### config.mk
export PLATFORM = sky130hd
export DESIGN_NAME = irq2_gpio_timer_status_flags
export DESIGN_NICKNAME = d
export VERILOG_FILES = /design/src/shared/irq2_flags_pkg.sv /design/src/logic/irq2_gpio_timer_status_flags.sv
export VERILOG_INCLUDE_DIRS = /design/src /design/src/shared
export SDC_FILE = /design/constraint.sdc
export NUM_CORES = 1
export LEC_CHECK = 0
export BUFFER_PORTS_ARGS = -buffer_cell sky130_fd_sc_hd__clkbuf_2
export CAP_MARGIN = 20
export CORE_ASPECT_RATIO = 1.2
export CORE_MARGIN = 5
export CORE_UTILIZATION = 48
export DETAILED_ROUTE_END_ITERATION = 8
export PLACE_DENSITY = 0.71
export SETUP_SLACK_MARGIN = 0.2
export SLEW_MARGIN = 0
export SYNTH_ARGS = -nofsm -noshare
export SYNTH_HDL_FRONTEND = slang
export SYNTH_SLANG_ARGS = --single-unit
export TNS_END_PERCENT = 10
### constraint.sdc
create_clock -name clk_sys -period 2.2 [get_ports clk_sys]
set_input_delay 0.22 -clock clk_sys [delete_from_list [all_inputs] [get_ports clk_sys]]
set_output_delay 0.22 -clock clk_sys [all_outputs]
set_load 0.01 [all_outputs]
### src/shared/irq2_flags_regs.svh
// register indices, byte addresses, field positions and reset values
`ifndef IRQ2_FLAGS_REGS_SVH
`define IRQ2_FLAGS_REGS_SVH

// register indices; byte address is four times the index
`define GPIO_MID_IRQ_FLAGS_IDX 16'h1910
`define GPIO_UPPER_IRQ_FLAGS_IDX 16'h1912
`define TIMER_IRQ_FLAGS_IDX 16'h1914
`define GPIO_MID_IRQ_MASK_IDX 16'h1990
`define GPIO_UPPER_IRQ_MASK_IDX 16'h1992
`define TIMER_IRQ_MASK_IDX 16'h1994
`define BYTE_ADDR(idx) ((idx) << 2)

// field positions
`define PIN17_EDGE_FLAG_BIT 0
`define PIN20_EDGE_FLAG_BIT 3
`define PIN33_EDGE_FLAG_BIT 0
`define PIN40_EDGE_FLAG_BIT 7
`define TMR1_RISE_FLAG_BIT 0
`define TMR2_RISE_FLAG_BIT 1
`define TMR8_RISE_FLAG_BIT 7

// reset values
`define FLAGS_RST_MID 4'h0
`define FLAGS_RST_UPPER 8'h00
`define FLAGS_RST_TMR 8'h00
`define MASK_RST_MID 4'hf
`define MASK_RST_UPPER 8'hff
`define MASK_RST_TMR 8'hff

// cycles after reset release before pin edges count
`define PIN_PRIME_CYCLES 2'h3

`endif

### src/shared/irq2_flags_pkg.sv
// types shared by the interrupt flag bank
package irq2_flags_pkg;

   // one bit per event source, same layout for flags and masks
   typedef struct packed
   {
      logic [3:0] gpioMid;
      logic [7:0] gpioUpper;
      logic [7:0] tmr;
   } flags_t;

   // register selected by an apb address
   typedef enum logic [2:0]
   {
      SEL_NONE = 3'b000,
      SEL_MID_FLAGS = 3'b001,
      SEL_UPPER_FLAGS = 3'b010,
      SEL_TMR_FLAGS = 3'b011,
      SEL_MID_MASK = 3'b100,
      SEL_UPPER_MASK = 3'b101,
      SEL_TMR_MASK = 3'b110
   } reg_sel_t;

endpackage

### src/logic/irq2_gpio_timer_status_flags.sv
// sticky gpio and timer interrupt flags with masks behind an apb slave
//
// Decided for this implementation: the APB interface to the registers.
`timescale 1ns/1ps
`include "irq2_flags_regs.svh"

module irq2_gpio_timer_status_flags
(
   input wire logic clk_sys,
   input wire logic arst_n,
   input wire logic psel,
   input wire logic penable,
   input wire logic pwrite,
   input wire logic [15:0] paddr,
   input wire logic [31:0] pwdata,
   output logic [31:0] prdata,
   output logic pready,
   output logic pslverr,
   input wire logic [3:0] gpioLowPin,
   input wire logic [7:0] gpioHighPin,
   input wire logic [7:0] tmrEvent,
   output logic irqOut
);

   ////////////////////////////////////////////////////////////////////////
   // address decode, shared by read and write paths
   function automatic irq2_flags_pkg::reg_sel_t decodeSel
   (
      input logic [15:0] addr
   );
      irq2_flags_pkg::reg_sel_t sel;
      case (addr)
         `BYTE_ADDR(`GPIO_MID_IRQ_FLAGS_IDX):
            sel = irq2_flags_pkg::SEL_MID_FLAGS;
         `BYTE_ADDR(`GPIO_UPPER_IRQ_FLAGS_IDX):
            sel = irq2_flags_pkg::SEL_UPPER_FLAGS;
         `BYTE_ADDR(`TIMER_IRQ_FLAGS_IDX):
            sel = irq2_flags_pkg::SEL_TMR_FLAGS;
         `BYTE_ADDR(`GPIO_MID_IRQ_MASK_IDX):
            sel = irq2_flags_pkg::SEL_MID_MASK;
         `BYTE_ADDR(`GPIO_UPPER_IRQ_MASK_IDX):
            sel = irq2_flags_pkg::SEL_UPPER_MASK;
         `BYTE_ADDR(`TIMER_IRQ_MASK_IDX):
            sel = irq2_flags_pkg::SEL_TMR_MASK;
         default:
            sel = irq2_flags_pkg::SEL_NONE;
      endcase
      return sel;
   endfunction

   ////////////////////////////////////////////////////////////////////////
   // declarations
   logic [11:0] pinRaw;
   logic [11:0] pinMeta_r;
   logic [11:0] pinMeta_nxt;
   logic [11:0] pinSync2_r;
   logic [11:0] pinSync2_nxt;
   logic [11:0] pinSync3_r;
   logic [11:0] pinSync3_nxt;
   logic [11:0] pinStable_r;
   logic [11:0] pinStable_nxt;
   logic [1:0] primeCnt_r;
   logic [1:0] primeCnt_nxt;
   logic primed;
   logic [11:0] pinEdge;
   logic [7:0] tmrLast_r;
   logic [7:0] tmrLast_nxt;
   logic [7:0] tmrRise;
   irq2_flags_pkg::flags_t flags_r;
   irq2_flags_pkg::flags_t flags_nxt;
   irq2_flags_pkg::flags_t mask_r;
   irq2_flags_pkg::flags_t mask_nxt;
   irq2_flags_pkg::flags_t clrBits;
   irq2_flags_pkg::reg_sel_t sel;
   logic apbAccess;
   logic apbCommit;
   logic wrCommit;
   logic [31:0] rdWord;
   logic [31:0] prdata_r;
   logic [31:0] prdata_nxt;
   logic pready_r;
   logic pready_nxt;
   logic pslverr_r;
   logic pslverr_nxt;
   logic irq_r;
   logic irq_nxt;

   ////////////////////////////////////////////////////////////////////////
   // pin synchronisers and either-edge detection
   // low nibble holds pins 17..20, upper byte pins 33..40
   assign pinRaw = {gpioHighPin, gpioLowPin};
   assign primed = (primeCnt_r == `PIN_PRIME_CYCLES);

   always_comb
   begin
      pinMeta_nxt = pinRaw;
      pinSync2_nxt = pinMeta_r;
      pinSync3_nxt = pinSync2_r;
      primeCnt_nxt = primeCnt_r;
      if (!primed)
      begin
         primeCnt_nxt = primeCnt_r + 2'h1;
      end
   end

   genvar g;
   generate
      for (g = 0; g < 12; g++)
      begin : gPin
         // a level counts only once the second and third stage agree
         assign pinEdge[g] = primed
            && (pinSync2_r[g] == pinSync3_r[g])
            && (pinSync3_r[g] != pinStable_r[g]);
         // before priming the reference follows stage two, one step ahead
         // of stage three, so a pin high at reset gives no false edge
         assign pinStable_nxt[g] = !primed ? pinSync2_r[g]
            : (pinEdge[g] ? pinSync3_r[g] : pinStable_r[g]);
      end
   endgenerate

   always_ff @(posedge clk_sys or negedge arst_n)
   begin
      if (!arst_n)
      begin
         pinMeta_r <= 12'h000;
         pinSync2_r <= 12'h000;
         pinSync3_r <= 12'h000;
         pinStable_r <= 12'h000;
         primeCnt_r <= 2'h0;
      end
      else
      begin
         pinMeta_r <= pinMeta_nxt;
         pinSync2_r <= pinSync2_nxt;
         pinSync3_r <= pinSync3_nxt;
         pinStable_r <= pinStable_nxt;
         primeCnt_r <= primeCnt_nxt;
      end
   end

   ////////////////////////////////////////////////////////////////////////
   // timer rising-edge detection
   // timer events are same-clock logic, so no synchroniser
   always_comb
   begin
      tmrLast_nxt = tmrEvent;
      tmrRise = tmrEvent & ~tmrLast_r;
   end

   always_ff @(posedge clk_sys or negedge arst_n)
   begin
      if (!arst_n)
      begin
         tmrLast_r <= 8'h00;
      end
      else
      begin
         tmrLast_r <= tmrLast_nxt;
      end
   end

   ////////////////////////////////////////////////////////////////////////
   // apb decode and handshake
   assign sel = decodeSel(paddr);
   assign apbAccess = psel && penable;
   // the write lands on the edge where the master sees pready high
   assign apbCommit = apbAccess && pready_r;
   assign wrCommit = apbCommit && pwrite;

   always_comb
   begin
      rdWord = 32'h0000_0000;
      case (sel)
         irq2_flags_pkg::SEL_MID_FLAGS:
            rdWord[`PIN20_EDGE_FLAG_BIT:`PIN17_EDGE_FLAG_BIT] =
               flags_r.gpioMid;
         irq2_flags_pkg::SEL_UPPER_FLAGS:
            rdWord[`PIN40_EDGE_FLAG_BIT:`PIN33_EDGE_FLAG_BIT] =
               flags_r.gpioUpper;
         irq2_flags_pkg::SEL_TMR_FLAGS:
            rdWord[`TMR8_RISE_FLAG_BIT:`TMR1_RISE_FLAG_BIT] =
               flags_r.tmr;
         irq2_flags_pkg::SEL_MID_MASK:
            rdWord[3:0] = mask_r.gpioMid;
         irq2_flags_pkg::SEL_UPPER_MASK:
            rdWord[7:0] = mask_r.gpioUpper;
         irq2_flags_pkg::SEL_TMR_MASK:
            rdWord[7:0] = mask_r.tmr;
         default:
            rdWord = 32'h0000_0000;
      endcase
   end

   // one wait state: data and pready come from flops
   always_comb
   begin
      pready_nxt = apbAccess && !pready_r;
      prdata_nxt = 32'h0000_0000;
      pslverr_nxt = 1'b0;
      if (apbAccess && !pready_r)
      begin
         if (!pwrite)
         begin
            prdata_nxt = rdWord;
         end
         pslverr_nxt = (sel == irq2_flags_pkg::SEL_NONE);
      end
   end

   always_ff @(posedge clk_sys or negedge arst_n)
   begin
      if (!arst_n)
      begin
         prdata_r <= 32'h0000_0000;
         pready_r <= 1'b0;
         pslverr_r <= 1'b0;
      end
      else
      begin
         prdata_r <= prdata_nxt;
         pready_r <= pready_nxt;
         pslverr_r <= pslverr_nxt;
      end
   end

   assign prdata = prdata_r;
   assign pready = pready_r;
   assign pslverr = pslverr_r;

   ////////////////////////////////////////////////////////////////////////
   // sticky flags, write-one-to-clear
   always_comb
   begin
      clrBits = '0;
      if (wrCommit)
      begin
         case (sel)
            irq2_flags_pkg::SEL_MID_FLAGS:
               clrBits.gpioMid = pwdata[3:0];
            irq2_flags_pkg::SEL_UPPER_FLAGS:
               clrBits.gpioUpper = pwdata[7:0];
            irq2_flags_pkg::SEL_TMR_FLAGS:
               clrBits.tmr = pwdata[7:0];
            default:
               clrBits = '0;
         endcase
      end
   end

   // zeros in the write leave a flag alone; an edge in the clear
   // cycle is or-ed in last so it is never lost
   always_comb
   begin
      flags_nxt.gpioMid = (flags_r.gpioMid & ~clrBits.gpioMid)
         | pinEdge[3:0];
      flags_nxt.gpioUpper = (flags_r.gpioUpper & ~clrBits.gpioUpper)
         | pinEdge[11:4];
      flags_nxt.tmr = (flags_r.tmr & ~clrBits.tmr)
         | tmrRise;
   end

   always_ff @(posedge clk_sys or negedge arst_n)
   begin
      if (!arst_n)
      begin
         flags_r.gpioMid <= `FLAGS_RST_MID;
         flags_r.gpioUpper <= `FLAGS_RST_UPPER;
         flags_r.tmr <= `FLAGS_RST_TMR;
      end
      else
      begin
         flags_r <= flags_nxt;
      end
   end

   ////////////////////////////////////////////////////////////////////////
   // masks, a one blocks the flag from the interrupt line
   always_comb
   begin
      mask_nxt = mask_r;
      if (wrCommit)
      begin
         case (sel)
            irq2_flags_pkg::SEL_MID_MASK:
               mask_nxt.gpioMid = pwdata[3:0];
            irq2_flags_pkg::SEL_UPPER_MASK:
               mask_nxt.gpioUpper = pwdata[7:0];
            irq2_flags_pkg::SEL_TMR_MASK:
               mask_nxt.tmr = pwdata[7:0];
            default:
               mask_nxt = mask_r;
         endcase
      end
   end

   always_ff @(posedge clk_sys or negedge arst_n)
   begin
      if (!arst_n)
      begin
         mask_r.gpioMid <= `MASK_RST_MID;
         mask_r.gpioUpper <= `MASK_RST_UPPER;
         mask_r.tmr <= `MASK_RST_TMR;
      end
      else
      begin
         mask_r <= mask_nxt;
      end
   end

   ////////////////////////////////////////////////////////////////////////
   // interrupt line
   // built from next values so the line tracks the flags without lag
   always_comb
   begin
      irq_nxt = |(flags_nxt & ~mask_nxt);
   end

   always_ff @(posedge clk_sys or negedge arst_n)
   begin
      if (!arst_n)
      begin
         irq_r <= 1'b0;
      end
      else
      begin
         irq_r <= irq_nxt;
      end
   end

   assign irqOut = irq_r;
endmodule

==> impl_summary.md, run 1 <==
Power
VDD sags by at most 0.385 mV. In this run the power density over the cells is 665 mW/mm2. For this design the static power due to leakage is 2.94 nW.

Cells and area
The most frequent standard cell in the layout excluding fill and tap cells is sky130_fd_sc_hd__dfrtp_1. The final-stage net count is 656. After filler insertion, the fill cell instance count of the layout stands at 784.

The number of diodes is 0. The number of cells in the finished layout apart from fillers is 710. Cells with a size suffix above 1 make up 32.0% of the layout.

In the layout the commonest cells are sky130_fd_sc_hd__dfrtp_1 (89), sky130_fd_sc_hd__buf_4 (64), sky130_fd_sc_hd__clkbuf_2 (58), sky130_fd_sc_hd__nand2_1 (52), sky130_fd_sc_hd__a21oi_1 (37). The multi-input combinational cells in the finished layout cover a total of 0.00177 mm2. The synthesis-to-finish area growth is 30.9%. The final instance area is 0.00614 mm2. Registers take 0.00275 mm2.

GRT
The pin count of the biggest net entering global routing is 73. The total overflow reported by the global router is 0. The number of antenna violations at the first check in global routing came to 0. The via count of the first global-routing pass was 3785. The first global-routing pass estimated 18300 um of wire. The global routing usage summed across all routing layers is 19.7%.

Outcome
The run finished, with violations left. The final reports fail on setup timing.

Clocking
The maximum count of clock buffers along a single path is 2. The number of buffers created by CTS is 9. The CTS sink count is 109. The clock insertion delay at the later pin of the skew report is 350 ps.

The count of H-tree levels built during CTS is 3. The CTS clock-pin slew for the worst setup and hold paths is 70 ps. TritonCTS built the clock tree.

The root buffer cell is sky130_fd_sc_hd__clkbuf_16.

Place
In this run the cell area measured after placement is 0.00552 mm2. The global placement routability congestion is 0.900. During placement, the flow inserted port buffers numbering 59. Summed over all nets, the half-perimeter wirelength after detailed placement is 8300 um.

After detailed placement, the design holds a cell count of 667.

Die
Measured along the y axis, the die boundary spans 118 um. The number of ports placed on the die boundary is 108. The site row count is 39. The die covers 0.0119 mm2. The horizontal die dimension is 100 um. After floorplanning, the core was sized to cover 0.00956 mm2.

The initial utilization of the core area, before any placement, comes to 49.1%.

Synth
The synthesized design devotes to its leading area cell type 47.5% of total area. The flip-flop cell with the highest count after synthesis is sky130_fd_sc_hd__dfrtp_1. The largest total area in the synthesized netlist belongs to sky130_fd_sc_hd__dfrtp_1.

The synthesized flop and latch total is 109. The fraction of registers with async set/reset is 100%. Ranked by total cell area, the synthesized netlist is headed by sky130_fd_sc_hd__dfrtp_1 (47%), sky130_fd_sc_hd__dfstp_2 (11%), sky130_fd_sc_hd__buf_4 (4.3%). Counting flops with a built-in enable in the synthesized netlist gives 0. The count of cell types in the netlist is 47. Each instance of the synthesized netlist takes up on average 10.8 um2. For this run, the register share of the synthesized area comes to 58.7%. The synthesis warning total is 0. The cell area after synthesis is 0.00469 mm2. The post-synthesis instance total is 433.

Critical path
The critical-path maximum fanout is 5. The type of the worst setup path is flop to flop. STA puts the critical path data required time at 2410 ps. Measured in cells, the most critical reg-to-reg path has a length of 9.

The type of element capturing the critical path is a flop. The largest single stage delay on the critical path is 430 ps. The count of buffer and inverter cells on the critical path is 2.

STA classifies the critical path startpoint as a flop. In this run the number of cells on the critical path is 9. Data arrives at the worst endpoint at 2550 ps. The most frequent cell on the critical path is sky130_fd_sc_hd__a22o_1.

The cell type of the slowest stage on the worst timing path is sky130_fd_sc_hd__or4_4. Traced cell by cell, the critical path runs through nand4_1, buf_4, nor3_4, buf_6, nand3_2, a22o_1, a22o_1, a211o_1, or4_4. The kind of cell with the highest combined delay on the critical path is simple AND/OR/NAND/NOR gates.

Drt
For this run, the detailed router's first-pass iteration total came to 4. After detailed routing, the number of vias per cell comes to 5.14. The DRC violation count after routing is 0. The routed wire length is 11200 um. Once detail routing completed, the nets flagged for antenna violations numbered 0. The routed length per instance is 15.7 um. The number of vias after detailed routing is 3648. The violation count after the first detailed-route iteration is 174.

STA
The final count of pins violating max slew was 0. The worst slew margin relative to its limit is 62.0%. Setup violations remaining at the end of the flow were counted as 1.

Setup repair after global routing could not meet its margin everywhere. On the final layout, the worst clock skew is 7.54 ps. The hold violation total from the final report is 0.

For the pin with the worst max-slew slack, the measured transition is 570 ps. Subtracting the final worst setup slack from the clock period gives 2340 ps. The worst path uses 106% of the clock period.

The achievable clock frequency is 0.427 GHz. The final worst slack is -140 ps. Across all hold checks on the routed design, the worst slack comes to 17.7 ps.

Worst hold path
Along the worst hold path, the cell count comes to 1. The worst hold path belongs to the class input pin to flop.

Run
The number of violations of the max-capacitance limit is 0.
==> layout make-up <==
class	instances	share of cell area (%)
clock inverter	6	1.16
tap	123	2.51
timing repair buffer	148	17.2
sequential	109	44.8
multi-input combinational	287	28.8
inverter	27	1.65
clock buffer	10	3.89
==> metal layers <==
metal	global-route usage, %	routed length [um]
met4	7.16	197
met3	4.12	519
met1	23.9	4530
met5	0	0
met2	34.2	5930
==> logic make-up after synthesis <==
group                      share of synthesized area [%]
buffers and inverters                               7.01
muxes                                               4.40
DFF                                                 58.7
adders and majority gates                          0.267
xor gates and xnor gates                           0.187
and+or+nand+nor                                     15.6
AOI/OAI and AO/OA                                   13.8
other                                             0.0799
==> power breakdown <==
part | switching, W | total [W] | internal, W | leakage, nW
clock network | 0.000740 | 0.00166 | 0.000924 | 0.151
registers | 0.0000478 | 0.00212 | 0.00207 | 1.20
logic | 0.000171 | 0.000306 | 0.000135 | 1.59
total | 0.000958 | 0.00409 | 0.00313 | 2.94
==> sequential cells by signal, indices dropped and copies added (netlist names), 2 cells and up <==
register,cells
prdata,8
pinSync2_r,12
pinMeta_r,12
pinSync3_r,12
pinStable_r,12
flags_r,20
tmrLast_r,8
primeCnt_r,2
mask_r,20
==> worst paths after layout <==
check                                            start                       to  slack (ps)
worst max-delay path                  pready$_DFF_PN0_         irqOut$_DFF_PN0_        -140
worst min-delay path                       tmrEvent[2]   tmrLast_r[2]$_DFF_PN0_          20
worst max register to register        pready$_DFF_PN0_         irqOut$_DFF_PN0_        -140
worst min register to register  pinMeta_r[7]$_DFF_PN0_  pinSync2_r[7]$_DFF_PN0_         350
max in group asynchronous                       arst_n      mask_r[1]$_DFF_PN1_        1050
min in group asynchronous                       arst_n   tmrLast_r[2]$_DFF_PN0_         380
==> synth_stat cells (2+ instances only) <==
master                     count
sky130_fd_sc_hd__a211o_1       2
sky130_fd_sc_hd__a21o_1        2
sky130_fd_sc_hd__a21oi_1      37
sky130_fd_sc_hd__a221oi_1      6
sky130_fd_sc_hd__a222oi_1      3
sky130_fd_sc_hd__a22o_1       10
sky130_fd_sc_hd__a22oi_1       6
sky130_fd_sc_hd__and3_1        2
sky130_fd_sc_hd__and4_1        2
sky130_fd_sc_hd__buf_2         2
sky130_fd_sc_hd__buf_4        27
sky130_fd_sc_hd__clkbuf_1      4
sky130_fd_sc_hd__dfrtp_1      89
sky130_fd_sc_hd__dfstp_2      20
sky130_fd_sc_hd__inv_1        27
sky130_fd_sc_hd__mux2_2        5
sky130_fd_sc_hd__mux2i_1      15
sky130_fd_sc_hd__nand2_1      52
sky130_fd_sc_hd__nand2b_1     16
sky130_fd_sc_hd__nand3_1       8
sky130_fd_sc_hd__nand4_1       9
sky130_fd_sc_hd__nand4_2       2
sky130_fd_sc_hd__nor2_1       30
sky130_fd_sc_hd__nor2b_1       4
sky130_fd_sc_hd__nor3_1        4
sky130_fd_sc_hd__nor4_1        2
sky130_fd_sc_hd__o21ai_0      21
sky130_fd_sc_hd__o21ai_1       2
sky130_fd_sc_hd__o31ai_1       5
sky130_fd_sc_hd__or4_1         2
==> what timing repair did <==
action	in CTS	in global routing
setup endpoints to repair	1	1
setup buffers	5	2
gates cloned	0	0
hold endpoints to repair	48	0
pin swaps	8	3
resized for setup	15	1
hold buffers	20	0
==> per-stage QoR <==
step / utilization [%] / setup slack [ps] / power (W) / setup TNS, ps
after floorplan: - / -57.0 / 0.00229 / -57.0
after global placement: 57.7 / -455 / 0.00242 / -455
after detailed placement: 57.7 / -526 / 0.00243 / -526
after CTS: 64.0 / -87.0 / 0.00412 / -87.0
after global routing: 64.2 / -210 / 0.00426 / -210
final: 64.2 / -140 / 0.00409 / -140
Power figures use the tool's default switching activity.
==> run 2, diff against run 1 <==
--- a/config.mk
+++ b/config.mk
@@ -12,6 +12,7 @@
 export CORE_MARGIN = 5
 export CORE_UTILIZATION = 48
 export DETAILED_ROUTE_END_ITERATION = 8
+export GPL_TIMING_DRIVEN = 1
 export PLACE_DENSITY = 0.71
 export SETUP_SLACK_MARGIN = 0.2
 export SLEW_MARGIN = 0
==> constraint.sdc (replaced) <==
create_clock -name clk_sys -period 2.2 [get_ports clk_sys]
set_input_delay 0.11 -clock clk_sys [delete_from_list [all_inputs] [get_ports clk_sys]]
set_output_delay 0.11 -clock clk_sys [all_outputs]
set_load 0.01 [all_outputs]
==> run 2 against run 1 <==
The flow still finishes with violations (setup timing). Clock skew rose by 1.5 ps. Global-route usage fell by 0.50 points. Routed wire length fell by 1.2%. Combinational power barely moved. Critical path depth did not move. Register-to-register slack improved by 70 ps. Sequential power barely moved. First-iteration DRC count rose by 48%. Final area barely moved. Cell count fell by 1.1%. Critical path type unchanged.
==> impl_summary.md, run 2 (synthesis results as in run 1) <==
Outcome
The flow ran to the end, but the final reports show violations. The checks that failed: setup timing.

Place
The global placement routability congestion is 0.893. Port buffering added 59 buffers. The total half-perimeter wirelength after legalization and detailed placement is 8150 um. After detailed placement, the total cell area comes to 0.00542 mm2.

Power
The maximum vdd drop is 0.394 mV. The net switching component of the power is 0.000959 W. Of the total power, the share spent switching nets is 22.6%. The combinational group share of total power is 7.3%.

The internal power of the cells totals 0.00328 W. The clock group share of total power is 42.8%. The power per cell area is 691 mW/mm2.

The analysis attributes to cell leakage a power of 2.93 nW. The sequential share of power is 49.9%.

Drt
The per-cell via count in the routed design is 5.19. For this block, the via count after detailed routing is 3644. The count of antenna-violating nets left after detailed routing is 0. In the final routed layout, each cell accounts on average for 15.7 um. After detailed routing, the total wire length is 11000 um. The first TritonRoute pass finished after 7 iterations.

After detailed routing, the number of remaining DRC violations is 0. The violation count after the first detailed-route iteration is 258.

GRT
The via count of the first global-routing pass is 3698. The global routing usage summed across all routing layers is 19.2%. The total overflow reported by the global router is 0. Entering global routing, the biggest net connects 56 pins. The global-route wire length before repair is 17900 um. The number of antenna violations at the first check in global routing came to 0.

Worst hold path
Along the worst hold path, the cell count comes to 3. The path category of the worst min-delay check is input pin to flop.

STA
The achievable clock frequency is 0.441 GHz. The final hold slack is 27.0 ps. The final cycle utilization of the critical path is 103%. The final worst slack is -65.2 ps.

The final count of pins violating max slew is 0. The setup skew after layout is 9.06 ps. Setup violations remaining at the end of the flow were counted as 1. The final critical path time including I/O delays and setup is 2270 ps. The hold violation total from the final report came to 0.

Setup repair after global routing could not meet its margin everywhere.

Critical path
The critical path data required time is 2420 ps. STA classifies the critical path startpoint as a flop. For the worst setup path, the data arrival time is 2490 ps. The type of the worst setup path is flop to flop. The type of element capturing the critical path is a flop.

The worst reg-to-reg path cell count is 9. Along the worst path, the maximum fanout reaches 4.

Die
Measured along the y axis, the die boundary spans 118 um. The site row count is 39. The number of ports placed on the die boundary is 108. The total core area is 0.00956 mm2. The area of the die is 0.0119 mm2. The initial cell density of the core is 49.1%.

The horizontal die dimension is 100 um.

Clocking
TritonCTS built the clock tree. The clock insertion delay at the later pin of the skew report is 350 ps. The CTS sink count is 109. The longest clock path from root to sink contains 2 buffers. The count of H-tree levels built during CTS is 3. The root buffer cell is sky130_fd_sc_hd__clkbuf_16.

The number of buffers created by CTS is 9. The CTS clock-pin slew for the worst setup and hold paths is 80 ps.

Cells and area
Leaving out fill and tap cells, the most frequent cell in the layout is sky130_fd_sc_hd__dfrtp_1. The largest registers in the layout are flags_r (20), mask_r (20). The final layout contains 648 nets. The library cells used most frequently in the layout, excluding fill and tap cells, are sky130_fd_sc_hd__dfrtp_1 (89), sky130_fd_sc_hd__clkbuf_2 (58), sky130_fd_sc_hd__buf_4 (55), sky130_fd_sc_hd__nand2_1 (52), sky130_fd_sc_hd__a21oi_1 (37). The post-route netlist has 31.1% of its cells at a drive strength greater than 1. The final-layout fill cell count is 774. The number of diodes is 0. Summing all non-filler instances in the final layout gives an area of 0.00614 mm2. The area growth from synthesis to layout is 30.8%.

Run
Across the run, the number of max-cap violations was 0.
run 2: final cells by class:
| cell class | instances | area, um2 | share of cell area (%) |
|---|---|---|---|
| Clock buffer | 11 | 253 | 4.12 |
| Clock inverter | 5 | 93.8 | 1.53 |
| Inverter | 27 | 101 | 1.65 |
| Multi-Input combinational cell | 287 | 1780 | 28.9 |
| Sequential cell | 109 | 2750 | 44.9 |
| Tap cell | 123 | 154 | 2.51 |
| Timing Repair Buffer | 140 | 1010 | 16.4 |
run 2: power groups by stage:
stage	sequential [W]	clock [W]	combinational (W)
2_1_floorplan	0.00215	0	0.000146
3_3_place_gp	0.00215	0	0.000264
3_5_place_dp	0.00215	0	0.000273
4_1_cts	0.00212	0.00185	0.000309
5_1_grt	0.00213	0.00194	0.000346
6_report	0.00212	0.00182	0.000308
run 2: what timing repair did:
| item | 4_1_cts | 5_1_grt |
|---|---|---|
| setup endpoints to repair | 1 | 1 |
| hold buffers | 21 | 0 |
| pin swaps | 14 | 9 |
| cloned | 0 | 0 |
| buffers inserted | 3 | 6 |
| resized for setup | 15 | 5 |
| hold endpoints to repair | 47 | 0 |
run 2: worst paths after layout:
path	from	endpoint	slack (ps)
min reg2reg	pinMeta_r[10]$_DFF_PN0_	pinSync2_r[10]$_DFF_PN0_	350
max reg2reg	pready$_DFF_PN0_	irqOut$_DFF_PN0_	-70
min in group asynchronous	arst_n	pslverr$_DFF_PN0_	240
max in group asynchronous	arst_n	mask_r[16]$_DFF_PN1_	1220
min	penable	pready$_DFF_PN0_	30
max	pready$_DFF_PN0_	irqOut$_DFF_PN0_	-70
run 2: metal layers:
| layer | track usage (%) | wire, um | vias up |
|---|---|---|---|
| met1 | 23.3 | 4380 | 1730 |
| met2 | 32.9 | 5700 | 132 |
| met3 | 3.77 | 674 | 25 |
| met4 | 8.26 | 292 | 0 |
| li1 | - | - | 1757 |
| met5 | 0 | 0 | - |
run 2: stage by stage:
stage	TNS, ps	total power [W]	instances	utilization (%)	setup WS, ps
finish	-65.2	0.00424	702	64.2	-65.2
floorplan	-57.0	0.00229	456	-	-57.0
global route	-155	0.00441	702	64.2	-155
detailed placement	-299	0.00243	656	56.7	-299
CTS	-70.6	0.00428	696	63.4	-70.6
global placement	-273	0.00241	656	56.7	-273
run 2: worst max-delay path: stages (launching register included):
cell and delay [ps]:
sky130_fd_sc_hd__dfrtp_1 370, sky130_fd_sc_hd__nand4_1 130, sky130_fd_sc_hd__buf_4 170, sky130_fd_sc_hd__nor3_4 110, sky130_fd_sc_hd__buf_6 130, sky130_fd_sc_hd__nand3_1 80, sky130_fd_sc_hd__a22o_1 230, sky130_fd_sc_hd__a22o_1 190
sky130_fd_sc_hd__a211o_1 260, sky130_fd_sc_hd__or4_1 460
==> run 3, diff against run 2 <==
==> constraint.sdc (replaced) <==
create_clock -name clk_sys -period 1.9 [get_ports clk_sys]
set_input_delay 0.095 -clock clk_sys [delete_from_list [all_inputs] [get_ports clk_sys]]
set_output_delay 0.095 -clock clk_sys [all_outputs]
set_load 0.01 [all_outputs]
==> run 3 against run 2 <==
The flow still finishes with violations (setup timing). First-iteration DRC count is 22% lower. Critical endpoint unchanged. Largest power group unchanged. Register-to-register slack worse by 290 ps. Critical path depth stayed put. Highest routed layer unchanged. Combinational power is 21% higher.
==> impl_summary.md, run 3 (synthesis results as in run 1) <==
Cells and area
The largest registers in the layout are flags_r (20), mask_r (20). Compared with the post-synthesis result, the final layout area differs by 30.9%. The library cell used most frequently in the layout, excluding fill and tap cells, is sky130_fd_sc_hd__dfrtp_1. Cells with a size suffix above 1 make up 30.9% of the layout. In the layout the commonest cells are sky130_fd_sc_hd__dfrtp_1 (89), sky130_fd_sc_hd__buf_4 (58), sky130_fd_sc_hd__clkbuf_2 (58), sky130_fd_sc_hd__nand2_1 (52), sky130_fd_sc_hd__a21oi_1 (37).

The sequential cells in the finished layout cover a total of 0.00275 mm2. The total area of multi-input combinational cells is 0.00177 mm2. The final-layout fill cell count is 769. The number of diodes is 0. In the final design database the tool counted 651 nets.

Drt
The routed wire length is 11200 um. After detailed routing, the number of vias per cell comes to 5.27. The length of routed met2 wiring is 5610 um. Signal routing reaches up to met4. The detail route stage leaves a number of antenna-violating nets equal to 0.

In the routed design, unresolved DRC markers number 0. The routed length on met1 is 4540 um. The number of detailed-routing iterations run before antenna repair is 4. Dividing the detail-routed wire length by the instance count gives 15.9 um.

The amount of wire on met3 after detailed routing is 592 um. The violation count after the first detailed-route iteration is 202. The routed layout has 3715 vias.

Clocking
The number of clock buffers added by TritonCTS is 9. No sink is reached through more buffers than the 2 on the longest clock path. CTS placed an instance of sky130_fd_sc_hd__clkbuf_16 at the clock tree root. Clock-pin slew was measured on the worst setup and hold paths at 70 ps. The CTS sink count is 109.

The count of H-tree levels built during CTS is 3. The clock insertion delay at the later pin of the skew report is 350 ps. The clock tree from TritonCTS is yes.

Outcome
The checks that failed: setup timing. The flow ran to the end, but the final reports show violations.

Critical path
The worst path arrival time is 2480 ps. Data on the critical path is required at its endpoint by 2120 ps. The number of cells on the worst reg-to-reg path is 9. The worst setup path is launched from a flop. The worst setup path is captured at a flop. The critical-path maximum fanout is 7. The type of the worst setup path is flop to flop.

GRT
The total overflow reported by the global router is 0. The first global-routing pass estimated 18600 um of wire. The global routing usage summed across all routing layers is 19.9%. Entering global routing, the biggest net connects 72 pins. The number of antenna violations at the first check in global routing is 0.

The via count of the first global-routing pass is 3791.

Die
Once the floorplan was initialized, standard cells occupied 49.1% of the core. In this run the horizontal extent of the chip is 100 um. The total core area is 0.00956 mm2. The number of ports placed on the die boundary is 108. The die covers 0.0119 mm2. The floorplan has 39 rows. The die height is 118 um.

Worst hold path
The number of cells on the worst hold path is 3. The path category of the worst min-delay check is input pin to flop.

STA
The setup skew after layout is 6.98 ps. After layout, the worst setup slack is -351 ps. The final hold slack is 40.3 ps. Setup repair after global routing could not meet its margin everywhere. After layout, the worst path uses 118% of the clock period. Setup violations remaining at the end of the flow were counted as 1. The hold violation total from the final report is 0. The achievable clock frequency is 0.444 GHz.

The final count of pins violating max slew is 0. The worst path in the final design needs a cycle of 2250 ps, including I/O delays and setup.

Place
The total half-perimeter wirelength after legalization and detailed placement is 8250 um. In this run the tool buffered the top-level ports with 59 buffer cells. The congestion estimate from routability-driven global placement came to 0.967. Timing analysis after detailed placement gives a worst setup slack of -570 ps.

Power
In this run the power density over the cells is 807 mW/mm2. VDD sags by at most 0.527 mV. The leakage component of the power is 2.94 nW.

Run
Max-cap violations in this run came to 0.
[run 3: layout make-up]
| type | count | area share, % |
|---|---|---|
| sequential | 109 | 44.8 |
| multi-input combinational | 287 | 28.7 |
| timing repair buffer | 143 | 16.8 |
| clock buffer | 10 | 3.73 |
| tap | 123 | 2.51 |
| clock inverter | 6 | 1.81 |
| inverter | 27 | 1.65 |
[run 3: path summary, 6_finish.rpt]
| kind | to | slack (ps) | start |
|---|---|---|---|
| setup / recovery | irqOut$_DFF_PN0_ | -350 | pready$_DFF_PN0_ |
| hold / removal | mask_r[6]$_DFF_PN1_ | 40 | pwdata[6] |
| setup reg to reg | irqOut$_DFF_PN0_ | -350 | pready$_DFF_PN0_ |
| hold reg to reg | pinSync2_r[3]$_DFF_PN0_ | 350 | pinMeta_r[3]$_DFF_PN0_ |
| max in group asynchronous | mask_r[8]$_DFF_PN1_ | 1210 | arst_n |
| min in group asynchronous | tmrLast_r[3]$_DFF_PN0_ | 90 | arst_n |
[run 3: through the flow]
stage | area [um2] | std cells | TNS [ps] | util, % | total power (W)
2_1_floorplan | 4790 | 456 | -357 | - | 0.00265
3_3_place_gp | 5500 | 665 | -526 | 57.5 | 0.00281
3_5_place_dp | 5500 | 665 | -570 | 57.5 | 0.00283
4_1_cts | 6120 | 704 | -333 | 64.0 | 0.00500
5_1_grt | 6140 | 705 | -406 | 64.2 | 0.00512
6_report | 6140 | 705 | -351 | 64.2 | 0.00496
[run 3: layer usage]
metal / vias up / GRT usage, %
li1: 1766 / -
met1: 1783 / 24.3
met2: 130 / 32.9
met3: 36 / 3.36
met4: 0 / 11.5
met5: - / 0
[run 3: repair_timing]
item,CTS,global route
pin swaps,9,9
gates resized for setup,12,4
hold buffers,21,0
buffers inserted,2,1
hold endpoints to repair,114,0
setup endpoints to repair,4,6
[run 3: power breakdown]
part / internal [W] / leakage (nW) / total (W) / switching (W)
Clock: 0.00129 / 0.168 / 0.00213 / 0.000837
Sequential: 0.00240 / 1.20 / 0.00245 / 0.0000554
Combinational: 0.000171 / 1.57 / 0.000373 / 0.000203
Total: 0.00386 / 2.94 / 0.00496 / 0.00109
[run 3: worst max-delay path: stages (launching register included)]
cell and delay [ps]:
sky130_fd_sc_hd__dfrtp_1 390, sky130_fd_sc_hd__nand4_1 130, sky130_fd_sc_hd__buf_6 160, sky130_fd_sc_hd__nor3_4 170, sky130_fd_sc_hd__buf_6 160, sky130_fd_sc_hd__nand3_2 50
sky130_fd_sc_hd__a22o_1 180, sky130_fd_sc_hd__and3_1 140, sky130_fd_sc_hd__a211o_1 220, sky130_fd_sc_hd__or4_1 510
